`config.mk`:
```
export PLATFORM = sky130hd
export DESIGN_NAME = analog_io_config_objects
export DESIGN_NICKNAME = d
export VERILOG_FILES = /design/src/rtl/analog_io_pkg.sv /design/src/rtl/analog_sample_capture.sv /design/src/rtl/analog_io_config_objects.sv
export VERILOG_INCLUDE_DIRS = /design/src /design/src/rtl
export SDC_FILE = /design/constraint.sdc
export NUM_CORES = 1
export LEC_CHECK = 0
export BUFFER_PORTS_ARGS = -buffer_cell sky130_fd_sc_hd__buf_2
export CAP_MARGIN = 15
export CORE_AREA = 2 2 114 144
export DETAILED_ROUTE_END_ITERATION = 7
export DIE_AREA = 0 0 116 146
export PLACE_DENSITY = 0.77
export SYNTH_ARGS = -nofsm -noshare
export SYNTH_HDL_FRONTEND = slang
export SYNTH_SLANG_ARGS = --single-unit
```
`constraint.sdc`:
```
create_clock -name mclk_in -period 3.2 [get_ports mclk_in]
set_input_delay 0.16 -clock mclk_in [delete_from_list [all_inputs] [get_ports mclk_in]]
set_output_delay 0.16 -clock mclk_in [all_outputs]
set_load 0.005 [all_outputs]
```
`src/rtl/analog_io_defs.svh`:
```
// Object indices, sub-indices, field positions and reset values of the analog I/O objects
`ifndef ANALOG_IO_DEFS_SVH
`define ANALOG_IO_DEFS_SVH

// ----------------------------------------------------------------------------
// Object addresses
// ----------------------------------------------------------------------------
`define AIO_IDX_IN_CFG      16'h207b
`define AIO_IDX_IN_VOLT     16'h207c
`define AIO_IDX_MASK        16'h207d
`define AIO_IDX_OUT         16'h207e
`define AIO_SUB_ZERO        8'h00
`define AIO_SUB_ONE         8'h01
`define AIO_SUB_TWO         8'h02

// ----------------------------------------------------------------------------
// Field layout and codes
// ----------------------------------------------------------------------------
`define AIO_CFG_CURRENT     4'h0
`define AIO_CFG_VELOCITY    4'h1
`define AIO_CFG_POSITION    4'h2
`define AIO_CFG_GP_LOW      4'h8
`define AIO_CFG_MAX         16'h000f
`define AIO_MASK_CURRENT    0
`define AIO_MASK_VELOCITY   1
`define AIO_MASK_POSITION   2
`define AIO_MASK_USED       16'h0007

// ----------------------------------------------------------------------------
// Reset values
// ----------------------------------------------------------------------------
`define AIO_RST_CFG_ONE     16'h000f
`define AIO_RST_CFG_TWO     16'h000e
`define AIO_RST_MASK        16'h0000
`define AIO_RST_OUT_MV      16'h0000

`endif

```
`src/rtl/analog_io_pkg.sv`:
```
// Types shared by the analog I/O object bank
package analog_io_pkg;

    // ------------------------------------------------------------------------
    // Operating mode of the control function
    // ------------------------------------------------------------------------
    typedef enum logic [1:0] {
        MODE_CURRENT,
        MODE_VELOCITY,
        MODE_POSITION,
        MODE_OTHER
    } op_mode_t;

    // ------------------------------------------------------------------------
    // State of the object bank apart from the two converter captures
    // ------------------------------------------------------------------------
    typedef struct packed {
        logic [1:0]  rst_sync;
        logic [15:0] cfg_one;
        logic [15:0] cfg_two;
        logic [15:0] mask;
        logic [15:0] out_mv;
        logic        out_update;
        logic [15:0] rdata;
        logic        ack;
        logic        err;
    } bank_state_t;

endpackage : analog_io_pkg

```
`src/rtl/analog_sample_capture.sv`:
```
// Captures a converter word from another domain when its toggle flag changes
`timescale 1ns/10ps
module analog_sample_capture #(
    parameter int WIDTH = 16
) (
    // Clock and reset
    input  wire logic             clk_in,
    input  wire logic             rst_n_in,
    // Converter side
    input  wire logic [WIDTH-1:0] sample_in,
    input  wire logic             sample_toggle_in,
    // Captured result
    output logic      [WIDTH-1:0] value_out
);

    typedef struct packed {
        logic [2:0]       tgl;
        logic [WIDTH-1:0] value;
    } cap_state_t;

    cap_state_t state_ff;
    cap_state_t nxt_state;

    // ------------------------------------------------------------------------
    // Toggle synchroniser and capture
    // ------------------------------------------------------------------------
    // The word is held stable by the converter while the toggle crosses, so
    // only the toggle needs the two-stage synchroniser; tgl[0] feeds tgl[1] only.
    always_comb begin
        nxt_state       = state_ff;
        nxt_state.tgl   = {state_ff.tgl[1:0], sample_toggle_in};
        if (state_ff.tgl[2] != state_ff.tgl[1]) begin
            nxt_state.value = sample_in;
        end
    end

    always_ff @(posedge clk_in or negedge rst_n_in) begin
        if (!rst_n_in) begin
            state_ff <= '0;
        end else begin
            state_ff <= nxt_state;
        end
    end

    assign value_out = state_ff.value;

endmodule : analog_sample_capture

```
`src/rtl/analog_io_config_objects.sv`:
```
// Analog input/output parameter objects with setpoint routing
//
// Notes on behaviour
// - Object 0x207B/0x01 holds the functionality chosen for analog input one.
// - Object 0x207B/0x02 holds the functionality chosen for analog input two.
// - A configuration value names a bit of the functionality state word; 15 to 8 are readable general-purpose functions.
// - Value 2 makes the input the setpoint in position mode.
// - Value 1 makes the input the setpoint in velocity mode.
// - Value 0 makes the input the setpoint in current mode.
// - The mask at 0x207D/0x00 inhibits the current, velocity and position setpoints by bits 0, 1 and 2.
// - The measured voltage of input one reads at 0x207C/0x01.
// - The measured voltage of input two reads under the second input-value entry.
// - Object 0x207E/0x00 holds the millivolt level driven on the analog output.
// - Every write to the output object reaches the output at once with no commit step.
`timescale 1ns/10ps
`include "analog_io_defs.svh"
module analog_io_config_objects
    import analog_io_pkg::*;
#(
    parameter int VOLT_WIDTH = 16
) (
    // Clock and reset
    input  wire logic                  mclk_in,
    input  wire logic                  arst_n_in,
    // Object access port
    input  wire logic                  obj_req_in,
    input  wire logic                  obj_write_in,
    input  wire logic [15:0]           obj_index_in,
    input  wire logic [7:0]            obj_sub_in,
    input  wire logic [15:0]           obj_wdata_in,
    output logic      [15:0]           obj_rdata_out,
    output logic                       obj_ack_out,
    output logic                       obj_err_out,
    // Converter words from the analog front end
    input  wire logic [VOLT_WIDTH-1:0] analog_in_one_sample_in,
    input  wire logic                  analog_in_one_toggle_in,
    input  wire logic [VOLT_WIDTH-1:0] analog_in_two_sample_in,
    input  wire logic                  analog_in_two_toggle_in,
    // Control function side
    input  wire op_mode_t              op_mode_in,
    output logic      [VOLT_WIDTH-1:0] current_setpoint_out,
    output logic                       current_setpoint_valid_out,
    output logic      [VOLT_WIDTH-1:0] velocity_setpoint_out,
    output logic                       velocity_setpoint_valid_out,
    output logic      [VOLT_WIDTH-1:0] position_setpoint_out,
    output logic                       position_setpoint_valid_out,
    output logic      [15:0]           function_state_out,
    // Analog output
    output logic      [15:0]           analog_out_one_mv_out,
    output logic                       analog_out_one_update_out
);

    bank_state_t           state_ff;
    bank_state_t           nxt_state;
    logic                  rst_n;
    logic [VOLT_WIDTH-1:0] volt_one;
    logic [VOLT_WIDTH-1:0] volt_two;
    logic [15:0]           func_one;
    logic [15:0]           func_two;

    // ------------------------------------------------------------------------
    // Helpers
    // ------------------------------------------------------------------------
    // One-hot bit of the functionality state word; reserved codes give none
    function automatic logic [15:0] func_bit(input logic [15:0] cfg);
        logic [15:0] bits;
        bits = 16'h0000;
        if (cfg[3:0] <= `AIO_CFG_POSITION || cfg[3:0] >= `AIO_CFG_GP_LOW) begin
            bits[cfg[3:0]] = 1'b1;
        end
        return bits;
    endfunction : func_bit

    function automatic logic obj_hit(input logic [15:0] idx, input logic [7:0] sub);
        return (obj_index_in == idx) && (obj_sub_in == sub);
    endfunction : obj_hit

    // Configuration codes above the state word's top bit are refused
    function automatic logic code_fits(input logic [15:0] data);
        return data <= `AIO_CFG_MAX;
    endfunction : code_fits

    // ------------------------------------------------------------------------
    // Reset release and converter capture
    // ------------------------------------------------------------------------
    // Every register takes its reset value at once on the pin; only the synchroniser pair
    // decides when requests are honoured again, so release never races a request
    always_ff @(posedge mclk_in or negedge arst_n_in) begin
        if (!arst_n_in) begin
            state_ff <= '{cfg_one: `AIO_RST_CFG_ONE, cfg_two: `AIO_RST_CFG_TWO,
                          mask: `AIO_RST_MASK, out_mv: `AIO_RST_OUT_MV, default: '0};
        end else begin
            state_ff <= nxt_state;
        end
    end

    // Released copy of reset for the captures and the request decode
    assign rst_n = state_ff.rst_sync[1];

    // One capture per input; each brings its converter word into this domain
    // on its own toggle, so the two inputs may be sampled at different rates
    analog_sample_capture #(
        .WIDTH            (VOLT_WIDTH)
    ) u_capture_one (
        .clk_in           (mclk_in),
        .rst_n_in         (rst_n),
        .sample_in        (analog_in_one_sample_in),
        .sample_toggle_in (analog_in_one_toggle_in),
        .value_out        (volt_one)
    );

    analog_sample_capture #(
        .WIDTH            (VOLT_WIDTH)
    ) u_capture_two (
        .clk_in           (mclk_in),
        .rst_n_in         (rst_n),
        .sample_in        (analog_in_two_sample_in),
        .sample_toggle_in (analog_in_two_toggle_in),
        .value_out        (volt_two)
    );

    // ------------------------------------------------------------------------
    // Object access
    // ------------------------------------------------------------------------
    // Answers come one edge after the request; unknown objects, writes to
    // read-only objects and out-of-range codes answer with an error.
    always_comb begin
        nxt_state            = state_ff;
        nxt_state.rst_sync   = {state_ff.rst_sync[0], 1'b1};
        nxt_state.ack        = 1'b0;
        nxt_state.err        = 1'b0;
        nxt_state.out_update = 1'b0;
        if (!rst_n) begin
            // Requests seen before the release completes get no answer
            nxt_state.rst_sync = {state_ff.rst_sync[0], 1'b1};
        end else if (obj_req_in) begin
            nxt_state.ack = 1'b1;
            if (obj_hit(`AIO_IDX_IN_CFG, `AIO_SUB_ONE)) begin
                if (obj_write_in) begin
                    if (code_fits(obj_wdata_in)) begin
                        nxt_state.cfg_one = obj_wdata_in;
                    end else begin
                        nxt_state.err = 1'b1;
                    end
                end else begin
                    nxt_state.rdata = state_ff.cfg_one;
                end
            end else if (obj_hit(`AIO_IDX_IN_CFG, `AIO_SUB_TWO)) begin
                if (obj_write_in) begin
                    if (code_fits(obj_wdata_in)) begin
                        nxt_state.cfg_two = obj_wdata_in;
                    end else begin
                        nxt_state.err = 1'b1;
                    end
                end else begin
                    nxt_state.rdata = state_ff.cfg_two;
                end
            end else if (obj_hit(`AIO_IDX_IN_VOLT, `AIO_SUB_ONE)) begin
                // Measured voltages are read-only: a write is refused, rdata left alone
                nxt_state.err   = obj_write_in;
                nxt_state.rdata = obj_write_in ? state_ff.rdata : 16'(volt_one);
            end else if (obj_hit(`AIO_IDX_IN_VOLT, `AIO_SUB_TWO)) begin
                nxt_state.err   = obj_write_in;
                nxt_state.rdata = obj_write_in ? state_ff.rdata : 16'(volt_two);
            end else if (obj_hit(`AIO_IDX_MASK, `AIO_SUB_ZERO)) begin
                // Reserved mask bits are not stored and read as zero
                if (obj_write_in) begin
                    nxt_state.mask = obj_wdata_in & `AIO_MASK_USED;
                end else begin
                    nxt_state.rdata = state_ff.mask;
                end
            end else if (obj_hit(`AIO_IDX_OUT, `AIO_SUB_ZERO)) begin
                if (obj_write_in) begin
                    nxt_state.out_mv     = obj_wdata_in;
                    nxt_state.out_update = 1'b1;
                end else begin
                    nxt_state.rdata = state_ff.out_mv;
                end
            end else begin
                nxt_state.err = 1'b1;
            end
        end
    end

    // ------------------------------------------------------------------------
    // Setpoint routing
    // ------------------------------------------------------------------------
    // Setpoints are muxes of registered words, so they settle right after the
    // edge; the control function must register them before use
    // Input one wins when both inputs claim the same setpoint
    assign func_one = func_bit(state_ff.cfg_one);
    assign func_two = func_bit(state_ff.cfg_two);
    // Reserved codes contribute no bit, so the word shows only real assignments
    assign function_state_out = func_one | func_two;

    assign current_setpoint_out  = func_one[`AIO_CFG_CURRENT] ? volt_one : volt_two;
    assign velocity_setpoint_out = func_one[`AIO_CFG_VELOCITY] ? volt_one : volt_two;
    assign position_setpoint_out = func_one[`AIO_CFG_POSITION] ? volt_one : volt_two;

    // A setpoint is live only when assigned, not masked, and in its mode
    assign current_setpoint_valid_out = (op_mode_in == MODE_CURRENT)
        && function_state_out[`AIO_CFG_CURRENT]
        && !state_ff.mask[`AIO_MASK_CURRENT];
    assign velocity_setpoint_valid_out = (op_mode_in == MODE_VELOCITY)
        && function_state_out[`AIO_CFG_VELOCITY]
        && !state_ff.mask[`AIO_MASK_VELOCITY];
    assign position_setpoint_valid_out = (op_mode_in == MODE_POSITION)
        && function_state_out[`AIO_CFG_POSITION]
        && !state_ff.mask[`AIO_MASK_POSITION];

    // ------------------------------------------------------------------------
    // Registered outputs
    // ------------------------------------------------------------------------
    // Answer, read data and output level leave straight from registers
    assign obj_rdata_out             = state_ff.rdata;
    assign obj_ack_out               = state_ff.ack;
    assign obj_err_out               = state_ff.err;
    assign analog_out_one_mv_out     = state_ff.out_mv;
    assign analog_out_one_update_out = state_ff.out_update;

endmodule : analog_io_config_objects

```
-- Yosys cells after proc, flatten, opt, wreduce, memory -nomap -nowiden
Index checks and enable logic that the tools add are counted.
- register bits after elaboration: 110
- word-level logic and storage cells: 108
- input bits: 80
- output and inout bits: 102
- equal/unequal tests: 16
- order comparisons: 9
- multiplexer cells: 37
- bitwise operators: 6
- reductions and logical operators: 27
- operator list (operator ; number):
    two-way mux 16 bit ; 16
    equality test 16 x 14 -> 1 bit, second input constant ; 4
    two-way mux 19 bit ; 2
    AND reduction 9 bit ; 2
    two-way mux 17 bit ; 1
    <= comparator 16 x 4 -> 1 bit, second input constant ; 1
    two-way mux 1 bit ; 16
    bitwise OR 16 bit ; 1
    logical AND 1 bit ; 14
    != test 2 bit, second input constant ; 6
    < comparator 4 x 5 -> 1 bit, second input constant ; 2
    demux 1 bit (select 4 bit) ; 2
    equality test 8 x 1 -> 1 bit, second input constant ; 1
    equality test 8 x 2 -> 1 bit, second input constant ; 1
    greater-or-equal comparator 4 x 1 -> 1 bit, second input constant ; 2
    greater-or-equal comparator 4 bit, second input constant ; 2
    <= comparator 4 x 2 -> 1 bit, second input constant ; 2
    zero test 8 bit ; 1
    AND reduction 8 bit ; 1
    AND reduction 6 bit ; 1
    nonzero test 6 bit ; 1
    NOT 1 bit ; 5
    AND reduction 5 bit ; 1
    zero test 1 bit ; 3
    other kinds (5) ; 7

-- Longest topological paths before layout
Gate-level depths: netlist of the first run.
- word-level depth: 10
- gate-level depth with buffers: 8

-- Hierarchy
From an unflattened synthesis of the first run, not the netlist that was laid out.
- cell total of the unflattened synthesis: 594
- area total of the unflattened synthesis: 6434.9 sq um
- by module, submodules not included (module ; cells an instance ; area an instance (sq um) ; times used ; seq. area each (sq um)):
    analog_io_config_objects ; 488 ; 4828.4 ; 1 ; 1810.5
    analog_sample_capture ; 53 ; 803.3 ; 2 ; 475.5

-- Worst setup path after synthesis of the first run
No wires, ideal clock.
- path type: register to register
- from: reg state_ff, in the netlist rst_n
- to: reg state_ff, in the netlist obj_rdata_out[6]
- library setup time: 0.125 ns
- cell stages (with the launch flop): 8
- path slack: 0.343 ns
- arrival: 2.733 ns
- period minus slack after synthesis: 2.857 ns
- data required time: 3.075 ns
- cell sequence: dfrtp_1 -> and2_1 -> nor2b_1 -> or4b_1 -> buf_2 -> nand2_2 -> buf_6 -> mux2_2
- word-level cells in the longest chain between the ends: 1
- RTL lines (what ; line ; RTL):
    from (decl) ; analog_io_config_objects.sv:53 ; bank_state_t state_ff;
    from (signal assigned) ; analog_io_config_objects.sv:90 ; state_ff <= '{cfg_one: `AIO_RST_CFG_ONE, cfg_two: `AIO_RST_CFG_TWO,
    from (signal assigned) ; analog_io_config_objects.sv:93 ; state_ff <= nxt_state;
    AND reduction 9 bit (no source line) ; - ;
Every way passes these cells.
A chain may end at the register's enable or synchronous reset.

-- Final worst setup path of the first run
- from: in obj_sub_in[3]
- to: reg state_ff, in the netlist obj_rdata_out[6]
- word-level cells in the longest chain between the ends: 7
- elaborated cells on any way between the ends: 22
- classes of those cells: eq/ne (8); mux (5); reduce/logical (9)
- RTL lines (what ; line ; RTL):
    from (decl) ; analog_io_config_objects.sv:29 ; input wire logic [7:0] obj_sub_in,
    zero test 8 bit ; analog_io_config_objects.sv:75 ; return (obj_index_in == idx) && (obj_sub_in == sub);
    logical AND 1 bit ; analog_io_config_objects.sv:75 ;
    two-way mux 16 bit ; analog_io_config_objects.sv:165 ; end else if (obj_hit(`AIO_IDX_MASK, `AIO_SUB_ZERO)) begin
    two-way mux 16 bit ; analog_io_config_objects.sv:162 ; end else if (obj_hit(`AIO_IDX_IN_VOLT, `AIO_SUB_TWO)) begin
    two-way mux 16 bit ; analog_io_config_objects.sv:158 ; end else if (obj_hit(`AIO_IDX_IN_VOLT, `AIO_SUB_ONE)) begin
    two-way mux 16 bit ; analog_io_config_objects.sv:148 ; end else if (obj_hit(`AIO_IDX_IN_CFG, `AIO_SUB_TWO)) begin
    two-way mux 16 bit ; analog_io_config_objects.sv:138 ; if (obj_hit(`AIO_IDX_IN_CFG, `AIO_SUB_ONE)) begin
Several ways; a longest one is shown, not always the timed one.

==> results by group, run 1 <==
Worst setup path
  – CP startpoint kind: input pin
  – Worst-case reg-to-reg path depth: 5
  – Top Family by Delay on Critical Path: simple AND/OR/NAND/NOR gates
  – Cell Chain, Critical Path: buf_2 -> nor4_1 -> nand4_1 -> or4b_1 -> nand2_2 -> mux2_2
  – Slowest library cell on the worst path: or4b_1
  – R2R setup slack: approximately 0.98 ns
  – Worst EP required: roughly 3.4 ns
  – CP Capture Type: flip-flop
  – Crit path max fanout: 13
  – Crit Path Class: in2reg
  – CP Depth: 6
  – CP arrival: 2.60 ns
  – Crit path buffers/inverters: 1
  – RR Endpoint: obj_rdata_out[6]$_DFFE_PN0P_
  – CP peak stage delay: 0.72 ns
  – Crit Reg-Reg Startpoint: rst_n$_DFF_PN0_

Drt
  – Detailed Route WL: 17300 um
  – Antenna-violating nets left: 0
  – DR WL/cell: between 15 and 20 um
  – DR DRC count: 0
  – Post-DR vias/cell: 5.56
  – Iteration-0 DRC Markers: 418
  – Metal3 WL: 1030 um
  – Uppermost layer routed: met5
  – DR pass1 iterations: 7
  – Metal1 wirelength: 6840 um
  – Via count: between 5k and 6k
  – Met2 Routed Length: 9040 um

Timing
  – Tmin final: 2.37 ns
  – Final Max Tran Viols: 0
  – Final count of hold timing violations: 0
  – RSZ-0062 raised after global routing: false
  – Worst-Margin Slew: between 0.6 and 0.7 ns
  – Final period util: around three quarters
  – FMAX: 0.422 GHz
  – Worst slew margin: 56.0%
  – # setup viols final: 0
  – Total negative slack: 0 ns
  – Clock skew: 0.00985 ns

Synth
  – Synthesis-stage register bit count: 110
  – Synth Flop Type: dfrtp_1
  – Asr flop ratio synth: between 90% and 100%
  – Sequential share of the synthesized area: between 40% and 50%
  – Synth area leaders: dfrtp_1, mux2_2, buf_4
  – Yosys warns: 0
  – Post-synth cell types: 55
  – Cells after synthesis: 581
  – Average size of a mapped cell: 11.1 um^2
  – Synth Cell Area: 6440 um^2
  – Post-synth EDFFs: 0
  – Cell taking the most area after synthesis: dfrtp_1
  – Synth top area share: 40.0%

Clock tree
  – Skew-Pair Late Insertion Delay: 0.35 ns
  – Post-CTS setup repair buffer count: 0
  – Clk pin slew, worst setup/hold paths: 0.08 ns
  – Post_cts resized: 0
  – Post-CTS Hold Fix Bufs: 3
  – TritonCTS buffer count: 9
  – CTS sink cnt: 110
  – Longest Clk Path Bufs: 2
  – Root Buffer: clkbuf_16
  – CTS HTree Levels: 3
  – CTS tree: built

Layout
  – Final nets: 793
  – Syn-to-layout area delta: 18.3%
  – Non-Filler Instances: 931
  – Most common cell after layout, fill and taps aside: buf_2
  – Most frequent cells in the layout: buf_2, mux2_2, dfrtp_1
  – Share of cells above drive strength 1: 50.0%

Power and ir drop
  – PwrDens: 409 nW/um^2
  – Leak: 3.56 nW
  – VDD IR max: 0.000331 V
  – PnR Total Power: 3.12 mW

Floorplan
  – Initial Util: 41.7%
  – Vert. Die Dim: 146 um
  – Num rows: 51
  – Core Area: 15400 um^2
  – Chip width: 116 um
  – Io pins: 182
  – Die area: 16900 um^2

Hold path
  – WHS Endpoint: u_capture_one.value_out[2]$_DFFE_PN0P_
  – Beginning of the worst hold path: analog_in_one_sample_in[2]
  – Worst Hold Depth: 2
  – Hold Crit Class: in2reg

Global route
  – Total gr overflow: 0
  – Largest net degree at the start of global routing: 56
  – First-pass GRT wire length: 27400 um
  – GRT Total Usage: approximately 20%
  – Vias in the first global route: 5160
  – Initial antenna violation count: 2

Placement
  – Placed insts: 911
  – RePlAce Congestion: about 0.93
  – Dpl hpwl: about 13000 um
  – PortBufs: 176

Run
  – Max cap viols: 0

Run status
  – Status: finished, final reports clean
-- routing by layer --
metal  global-route usage (%)  vias up
met5                        0        -
met2                     35.2      230
li1                         -     2397
met4                     7.14        2
met3                     3.46       32
met1                     25.9     2519
-- sequential cells by signal (all words and copies together), names as in the netlist --
signal and cells:
u_capture_one.nxt_state 2, obj_ack_out 1, u_capture_two.state_ff 1, u_capture_two.nxt_state 2, u_capture_one.value_out 16, analog_out_one_mv_out 16
u_capture_one.state_ff 1, nxt_state 1, obj_err_out 1, state_ff 35, u_capture_two.value_out 16, obj_rdata_out 16
rst_n 1, analog_out_one_update_out 1
-- area by class of cell --
type,count,area (um^2)
timing repair buffer,198,1070
inverter,2,7.51
multi-input combinational,392,3210
clock inverter,5,63.8
clock buffer,11,243
sequential,110,2760
fill,1448,7820
tap,212,265
antenna,1,2.50
-- power by group --
| group | internal [mW] | switching, mW | leakage, nW |
|---|---|---|---|
| sequential | 1.46 | 0.0831 | 1.42 |
| combinational | 0.245 | 0.189 | 2.00 |
| clock | 0.638 | 0.507 | 0.147 |
-- cells in the mapped netlist (all sizes together), types with 3 or more instances --
cell type,count
nor4,18
dfrtp,103
nand2b,10
or2,5
and3b,3
nand4,4
mux2,120
a32oi,13
o221ai,3
nor2,12
dfstp,7
clkbuf,28
nand3b,13
nor4b,3
nand3,20
o22ai,6
a22oi,3
a21oi,7
buf,53
o21ai,3
nor3,43
nand2,7
nor2b,29
and3,28
a311oi,13
-- worst register-to-register path: stages, from the launching register on --
cell and delay, ns:
dfrtp_1 0.36, and2_1 0.22, nor2b_1 0.19, or4b_1 0.59, nand2_2 0.36, mux2_2 0.39
-- kinds of logic after synthesis --
family	after synthesis	synth area share [%]
other	2	0.117
AOI/OAI and AO/OA	56	6.78
and+or+nand+nor	208	20.8
xor gates and xnor gates	2	0.272
buffers and inverters	83	7.77
muxes	120	21.4
DFF	110	42.9
-- worst max path at each step --
stage / from / endpoint
2_1_floorplan: rst_n$_DFF_PN0_ / obj_rdata_out[6]$_DFFE_PN0P_
3_3_place_gp: obj_sub_in[3] / obj_rdata_out[7]$_DFFE_PN0P_
5_1_grt: obj_sub_in[3] / obj_rdata_out[5]$_DFFE_PN0P_
3_5_place_dp: obj_sub_in[3] / obj_rdata_out[5]$_DFFE_PN0P_
6_report: obj_sub_in[3] / obj_rdata_out[6]$_DFFE_PN0P_
4_1_cts: obj_sub_in[3] / obj_rdata_out[5]$_DFFE_PN0P_
-- per-stage QoR --
step / hold slack (ns) / instance area [um^2] / setup slack [ns] / utilization [%]
6_report: 0.0382 / 7620 / 0.832 / 49.4
5_1_grt: 0.0259 / 7620 / 0.655 / 49.4
4_1_cts: 0.0313 / 7620 / 0.846 / 49.4
3_5_place_dp: 0.132 / 7280 / 0.481 / 47.2
3_3_place_gp: 0.127 / 7280 / 0.546 / 47.2
2_1_floorplan: -0.136 / 6460 / 0.343 / -
(Power assumes the default switching activity.)
==> run 2: changes to the inputs <==
--- a/config.mk
+++ b/config.mk
@@ -6,11 +6,12 @@
 export SDC_FILE = /design/constraint.sdc
 export NUM_CORES = 1
 export LEC_CHECK = 0
+export ABC_AREA = 1
 export BUFFER_PORTS_ARGS = -buffer_cell sky130_fd_sc_hd__buf_2
 export CAP_MARGIN = 15
-export CORE_AREA = 2 2 114 144
+export CORE_AREA = 2 2 111 139
 export DETAILED_ROUTE_END_ITERATION = 7
-export DIE_AREA = 0 0 116 146
+export DIE_AREA = 0 0 113 141
 export PLACE_DENSITY = 0.77
 export SYNTH_ARGS = -nofsm -noshare
 export SYNTH_HDL_FRONTEND = slang
==> constraint.sdc (replaced) <==
create_clock -name mclk_in -period 2.2 [get_ports mclk_in]
set_input_delay 0.11 -clock mclk_in [delete_from_list [all_inputs] [get_ports mclk_in]]
set_output_delay 0.11 -clock mclk_in [all_outputs]
set_load 0.005 [all_outputs]
==> run 2 against run 1 <==
Compared with the run above: the run now ends with DRC, hold timing left; clock power increased by 38%; global-route usage increased by 0.58 points; non-clock buffer count rose by 29; clock-buffer cell count decreased by 1; flip-flop and latch count is the same; hold slack got worse by 0.041 ns; power rose by 41%; clock skew about the same; largest cell class is now registers; largest power group unchanged.
==> results by group, run 2 <==
Run
  – Max cap viols: 0 (unchanged)

Layout
  – Max FFs per register: 35 (unchanged)
  – Syn-to-layout area delta: 24.7%
  – Most frequent cells in the layout: nand2_1, buf_2, nor2_1
  – Reg with most FFs: state_ff
  – Final core occ: 51.0% (+1.6 points)
  – Diode count: 0 (-1)
  – Layout Cell Area excl Fill: 7520 um^2 (-1.3%)
  – Share of cells above drive strength 1: 24.9% (-25 points)
  – Most common cell after layout, fill and taps aside: nand2_1
  – Final nets: 1068 (+35%)

Power and ir drop
  – Clk pwr share: 35.8% (-0.9 points)
  – Register share of total power: 50.1% (+0.7 points)
  – Logic pwr share: 14.1% (+0.2 points)
  – Internal power: 3.17 mW (+36%)
  – Net load switching power: 1.22 mW (+56%)
  – Leak: 4.08 nW (+15%)
  – PnR Total Power: 4.39 mW (+41%)
  – Net Sw Frac: 27.7% (+2.7 points)
  – PwrDens: 584 nW/um^2 (+43%)
  – VDD IR max: 0.000328 V (-1.0%)

Global route
  – Total gr overflow: 0 (unchanged)
  – GRT Total Usage: 21.1% (+0.58 points)
  – Vias in the first global route: 5402 (+4.7%)
  – First-pass GRT wire length: 26600 um (-2.8%)
  – Initial antenna violation count: 0 (-2)
  – Largest net degree at the start of global routing: 56 (unchanged)

Floorplan
  – Vert. Die Dim: 141 um (-3.4%)
  – Initial Util: 40.9% (-0.86 points)
  – Num rows: 50 (-2.0%)
  – Chip width: 113 um (-2.6%)
  – Die area: 15900 um^2 (-5.9%)
  – Io pins: 182 (unchanged)
  – Core Area: 14800 um^2 (-4.4%)

Worst setup path
  – Crit path buffers/inverters: 4 (+3)
  – CP arrival: 1.91 ns (-0.69 ns)
  – Crit Path Class: reg2out
  – CP peak stage delay: 0.57 ns (-0.15 ns)
  – Crit Reg-Reg Startpoint: rst_n$_DFF_PN0_
  – Top Family by Delay on Critical Path: buffers and inverters
  – R2R setup slack: 0.59 ns (-0.39 ns)
  – Slowest library cell on the worst path: dfstp_2
  – Cell Chain, Critical Path: inv_1 -> nor2_1 -> inv_1 -> nor2_2 -> buf_4 -> a21oi_1 -> nor3_1 -> buf_2
  – Worst EP required: 2.09 ns (-1.34 ns)
  – Worst-case reg-to-reg path depth: 9 (+4)
  – CP Depth: 8 (+2)
  – RR Endpoint: analog_out_one_mv_out[5]$_DFFE_PN0P_
  – Critical Path Most Common Cell: inv_1
  – Crit path max fanout: 33 (+20)
  – CP Capture Type: output port
  – CP startpoint kind: flip-flop

Synth
  – Post-synth cell types: 31 (-44%)
  – Synth Flop Type: dfrtp_1
  – Synth area leaders: dfrtp_1, nand2_1, o21ai_0
  – Cells after synthesis: 813 (+40%)
  – Post-synth EDFFs: 0 (unchanged)
  – Asr flop ratio synth: 100% (unchanged)
  – Synthesis-stage register bit count: 110 (unchanged)
  – Average size of a mapped cell: 7.42 um^2 (-33%)
  – Synth top area share: 42.7% (+2.7 points)
  – Most common cell in the synthesized netlist: nand2_1
  – Cell taking the most area after synthesis: dfrtp_1
  – Synth Cell Area: 6030 um^2 (-6.4%)
  – Yosys warns: 0 (unchanged)
  – Sequential share of the synthesized area: 45.8% (+2.9 points)
  – Post-synth top cells: nand2_1, nor2_1, inv_1

Hold path
  – Worst Hold Depth: 3 (+1)
  – Beginning of the worst hold path: analog_in_two_sample_in[14]
  – WHS Endpoint: u_capture_two.value_out[14]$_DFFE_PN0P_
  – Hold Crit Class: in2reg

Placement
  – Dpl hpwl: 12500 um (-4.8%)
  – RePlAce Congestion: 0.862 (-7.8%)
  – Placement Cell Area: 6880 um^2 (-5.6%)
  – PortBufs: 176 (unchanged)

Timing
  – RSZ-0062 raised after global routing: false
  – Final Max Tran Viols: 0 (unchanged)
  – Final period util: around 92%
  – Worst slew margin: 61.8% (+5.8 points)
  – Tmin final: 2.02 ns
  – # setup viols final: 0 (unchanged)
  – Total negative slack: 0 ns (unchanged)
  – Worst-Margin Slew: 0.572 ns (-0.0812 ns)
  – Final count of hold timing violations: 1 (+1)
  – FMAX: 0.494 GHz
  – Hold Slack: -0.00247 ns (-0.0407 ns)
  – Clock skew: 0.00947 ns (-0.000379 ns)

Drt
  – Via count: 5786 (+12%)
  – DR DRC count: 5 (+5)
  – DR pass1 iterations: 6 (-1)
  – Antenna-violating nets left: 0 (unchanged)
  – Detailed Route WL: 16900 um (-2.5%)
  – Iteration-0 DRC Markers: 366 (-12%)
  – DR WL/cell: 14.4 um (-23%)
  – Post-DR vias/cell: 4.92 (-11%)

Clock tree
  – Skew-Pair Late Insertion Delay: 0.35 ns (about the same)
  – Root Buffer: clkbuf_16
  – Clk pin slew, worst setup/hold paths: 0.07 ns (about the same)
  – Longest Clk Path Bufs: 2 (unchanged)
  – CTS HTree Levels: 3 (unchanged)
  – CTS tree: built
  – TritonCTS buffer count: 9 (unchanged)
  – Post-CTS setup repair buffer count: 0 (unchanged)
  – Post-CTS Hold Fix Bufs: 37 (+34)
  – Post_cts resized: 0 (unchanged)
  – CTS sink cnt: 110 (unchanged)

Run status
  – Status: finished, violations left
  – Failing checks: DRC, hold timing
## run 2: cell types whose count changed after synthesis, moves of 13 or more
cell and delta:
a311oi_1 -13, nand3b_1 -13, nor2_1 +101, and3_1 -28
inv_1 +104, nor2b_1 -29, nand2_1 +184, o22ai_1 +15
nor4_1 -15, nand3_1 +36, a32oi_1 -13, nor3_1 -30
o21ai_0 +97, mux2_2 -109
## run 2: worst register-to-register path: stages, from the launching register on
cell     delay, ns
dfrtp_2       0.41
nand2_1       0.09
inv_1         0.08
nand2_1       0.15
inv_1         0.09
nand3_2       0.13
buf_4         0.31
inv_2         0.11
nand2_1       0.08
nand2_1       0.05
## run 2: cell type report
type / count / area [um^2]
fill: 1375 / 7240
sequential: 110 / 2760
multi-input combinational: 531 / 2460
timing repair buffer: 227 / 1380
inverter: 109 / 409
clock buffer: 10 / 229
tap: 182 / 228
clock inverter: 6 / 50.0
## run 2: metal layers
metal,track usage [%],vias to the layer above,wire [um]
met1,28.9,2680,7290
met3,4.00,25,1270
li1,-,2860,-
met5,0,-,0
met2,33.3,221,7930
met4,8.15,0,407
## run 2: worst max path at each step
stage	startpoint	end	slack [ns]
final	state_ff[67]$_DFFE_PN1P_	velocity_setpoint_valid_out	0.18
after global routing	state_ff[67]$_DFFE_PN1P_	velocity_setpoint_out[12]	0.01
after CTS	state_ff[67]$_DFFE_PN1P_	velocity_setpoint_valid_out	0.17
after detailed placement	obj_sub_in[7]	obj_rdata_out[2]$_DFFE_PN0P_	0.26
after global placement	obj_sub_in[1]	obj_rdata_out[1]$_DFFE_PN0P_	0.33
after floorplan	rst_n$_DFF_PN0_	state_ff[71]$_DFFE_PN0P_	0.29
## run 2: power by group through the flow
stage	sequential (mW)	clock, mW	combinational [mW]
5_1_grt	2.21	1.67	0.699
3_3_place_gp	2.23	0	0.554
3_5_place_dp	2.24	0	0.563
6_report	2.20	1.57	0.620
4_1_cts	2.20	1.59	0.617
2_1_floorplan	2.22	0	0.251
## run 2: cells by family after synthesis
kind of cell | count (synthesis) | synth area share [%]
and+or+nand+nor | 388 | 27.6
buffers and inverters | 176 | 13.9
AOI/OAI and AO/OA | 135 | 12.2
DFF | 110 | 45.8
xor gates and xnor gates | 2 | 0.290
other | 2 | 0.125
## run 2: stage by stage
step / instances / setup WS (ns)
after floorplan: 817 / 0.294
after global placement: 1122 / 0.334
after detailed placement: 1122 / 0.265
after CTS: 1175 / 0.172
after global routing: 1175 / 0.0120
final: 1175 / 0.175
==> run 3: changes to the inputs <==
--- a/config.mk
+++ b/config.mk
@@ -12,6 +12,7 @@
 export CORE_AREA = 2 2 111 139
 export DETAILED_ROUTE_END_ITERATION = 7
 export DIE_AREA = 0 0 113 141
+export GPL_TIMING_DRIVEN = 0
 export PLACE_DENSITY = 0.77
 export SYNTH_ARGS = -nofsm -noshare
 export SYNTH_HDL_FRONTEND = slang
==> run 3 against run 2 <==
Compared with the run above: highest routed layer unchanged; non-clock buffer count up 58; flip-flop and latch count stayed put; clock-buffer cell count unchanged; critical endpoint is now velocity_setpoint_out[8]; first-iteration DRC count grew 16%; worst setup slack got worse by 0.10 ns; combinational power grew 4.7%; largest power group unchanged; clock power is 21% higher; hold slack gained 0.0061 ns; power rose by 8.2%; via count rose by 5.7%; sequential power is essentially flat; critical path depth is 1 lower; the flow finishes with violations (DRC).
==> results by group, run 3 (same netlist as run 2, synthesis figures left out) <==
Run status
  – Status: finished, violations left
  – Failing checks: DRC

Drt
  – Antenna-violating nets left: 0 (unchanged)
  – Iteration-0 DRC Markers: 425 (+16%)
  – Detailed Route WL: 18400 um (+8.9%)
  – Uppermost layer routed: met4
  – DR DRC count: 5 (unchanged)
  – Via count: 6116 (+5.7%)
  – DR pass1 iterations: 7 (+1)
  – Post-DR vias/cell: 4.96 (+0.65%)
  – Met2 Routed Length: 9320 um (+17%)
  – DR WL/cell: 14.9 um (+3.7%)
  – Metal1 wirelength: 7380 um (+1.2%)
  – Metal3 WL: 1150 um (-9.1%)

Worst setup path
  – CP arrival: 2.02 ns (+0.11 ns)
  – RR Endpoint: state_ff[71]$_DFFE_PN0P_
  – Worst EP required: 2.09 ns (about the same)
  – Crit Path Class: reg2out
  – CP Launch Point: state_ff[67]$_DFFE_PN1P_
  – CP startpoint kind: flip-flop
  – Crit Reg-Reg Startpoint: rst_n$_DFF_PN0_
  – Worst-case reg-to-reg path depth: 8 (-1)
  – CP Capture Type: output port
  – R2R setup slack: 0.24 ns (-0.35 ns)
  – Critical Path Sink: velocity_setpoint_out[8]
  – Crit path max fanout: 10 (-70%)

Power and ir drop
  – VDD IR max: 0.000393 V (+20%)
  – Leak: 4.39 nW (+7.4%)
  – PwrDens: 596 nW/um^2 (+2.1%)

Hold path
  – Hold Crit Class: in2reg

Clock tree
  – Longest Clk Path Bufs: 2 (unchanged)
  – CTS sink cnt: 110 (unchanged)
  – CTS tree: built
  – CTS HTree Levels: 3 (unchanged)
  – Root Buffer: clkbuf_16
  – TritonCTS buffer count: 9 (unchanged)
  – Clk pin slew, worst setup/hold paths: 0.07 ns (about the same)
  – Skew-Pair Late Insertion Delay: 0.35 ns (about the same)

Placement
  – RePlAce Congestion: 0.886 (+2.8%)
  – PortBufs: 176 (unchanged)
  – Dpl hpwl: 13800 um (+10%)
  – Placed insts: 1175 (+4.7%)
  – Place WS: -0.263 ns (-0.528 ns)

Layout
  – Non-Filler Instances: 1234 (+5.0%)
  – Most frequent cells in the layout: nand2_1, buf_2, nor2_1
  – Fill count: 1366 (-0.65%)
  – Reg with most FFs: state_ff
  – Final nets: 1126 (+5.4%)
  – Most common cell after layout, fill and taps aside: nand2_1
  – Max FFs per register: 35 (unchanged)
  – Syn-to-layout area delta: 32.2%
  – Share of cells above drive strength 1: 27.8% (+2.9 points)

Run
  – Max cap viols: 0 (unchanged)

Global route
  – Total gr overflow: 0 (unchanged)
  – Vias in the first global route: 5894 (+9.1%)
  – GRT Total Usage: 22.9% (+1.8 points)
  – Initial antenna violation count: 1 (+1)
  – Largest net degree at the start of global routing: 73 (+30%)
  – First-pass GRT wire length: 28700 um (+7.8%)

Timing
  – Final period util: 96.7% (+4.7 points)
  – Final Max Tran Viols: 0 (unchanged)
  – Tmin final: 2.13 ns (+0.103 ns)
  – RSZ-0062 raised after global routing: true
  – Worst slew margin: 40.9% (-21 points)
  – Worst-Margin Slew: 0.886 ns (+0.314 ns)
  – # setup viols final: 0 (unchanged)
  – Worst Slack Setup Final: 0.0726 ns (-0.103 ns)
  – Clock skew: 0.0132 ns (+0.00371 ns)
  – FMAX: 0.470 GHz (-4.8%)
  – Final count of hold timing violations: 0 (-1)

Floorplan
  – Vert. Die Dim: 141 um (unchanged)
  – Chip width: 113 um (unchanged)
  – Io pins: 182 (unchanged)
  – Initial Util: 40.9% (unchanged)
  – Die area: 15900 um^2 (unchanged)
  – Core Area: 14800 um^2 (unchanged)
  – Num rows: 50 (unchanged)
==> run 3: changes by cell type in the layout (fill, tap and decap cells not counted), moves of 2 or more <==
cell | previous run | this run
nor2_4 | 4 | 6
clkbuf_2 | 0 | 6
buf_6 | 0 | 5
buf_2 | 176 | 182
xor2_1 | 0 | 2
clkbuf_1 | 1 | 11
buf_12 | 2 | 0
clkinvlp_4 | 2 | 0
nor2_2 | 5 | 3
buf_4 | 12 | 43
inv_6 | 4 | 2
bufinv_16 | 0 | 3
xor2_2 | 2 | 0
==> run 3: how the worst min path moves through the flow <==
stage,startpoint,cells past startpoint,to,slack [ns]
2_1_floorplan,arst_n_in,0,analog_out_one_mv_out[0]$_DFFE_PN0P_,-0.19
3_3_place_gp,analog_in_one_toggle_in,1,u_capture_one.nxt_state[17]$_DFF_PN0_,0.22
3_5_place_dp,analog_in_two_toggle_in,1,u_capture_two.nxt_state[17]$_DFF_PN0_,0.22
4_1_cts,obj_wdata_in[2],3,state_ff[53]$_DFFE_PN1P_,0.001
5_1_grt,obj_wdata_in[7],3,analog_out_one_mv_out[7]$_DFFE_PN0P_,0.008
6_report,obj_wdata_in[2],3,state_ff[53]$_DFFE_PN1P_,0.004
==> run 3: area by class of cell <==
cell class | instances | area [um^2] | share of cell area (%)
Antenna cell | 1 | 2.50 | 0.0314
Tap cell | 182 | 228 | 2.86
Timing Repair Buffer | 218 | 1320 | 16.5
Clock buffer | 10 | 229 | 2.87
Multi-Input combinational cell | 531 | 2460 | 30.8
Buffer | 67 | 448 | 5.62
Clock inverter | 6 | 116 | 1.46
Sequential cell | 110 | 2770 | 34.7
Inverter | 109 | 409 | 5.13
==> run 3: metal layers <==
layer	up-vias	global-route usage [%]
met5	-	0
met4	0	11.2
met3	40	2.92
met2	244	39.2
met1	2834	28.6
li1	2998	-
==> run 3: power by group <==
group	switching [mW]	total, mW	internal [mW]
Combinational	0.371	0.649	0.278
Sequential	0.0853	2.20	2.12
Clock	0.774	1.90	1.13
Total	1.23	4.75	3.52
==> run 3: worst max-delay path: stages, from the launching register on <==
cell and delay, ns:
dfstp_2 0.58, inv_1 0.07, nor2_1 0.08, inv_1 0.10, nor2_4 0.24, clkbuf_2 0.28, o21ai_0 0.16, buf_2 0.16
==> run 3: what timing repair did <==
| item | CTS | global route |
|---|---|---|
| pin swaps | 0 | 1 |
| hold buffers | 38 | 0 |
| gates resized for setup | 13 | 9 |
| gates cloned | 0 | 0 |
| endpoints found under the setup margin | 61 | 31 |
| endpoints found under the hold margin | 102 | 0 |
| setup buffers | 1 | 3 |
==> run 3: per-stage QoR <==
stage / hold WS [ns] / total power [mW] / util (%) / setup TNS [ns] / instance area (um^2)
after floorplan: -0.186 / 2.47 / - / 0 / 6050
after global placement: 0.219 / 2.80 / 48.5 / -3.34 / 7160
after detailed placement: 0.220 / 2.81 / 48.5 / -3.01 / 7160
after CTS: 0.00105 / 4.75 / 53.8 / 0 / 7940
after global routing: 0.00770 / 4.93 / 54.0 / -0.00864 / 7980
final: 0.00361 / 4.75 / 54.0 / 0 / 7980
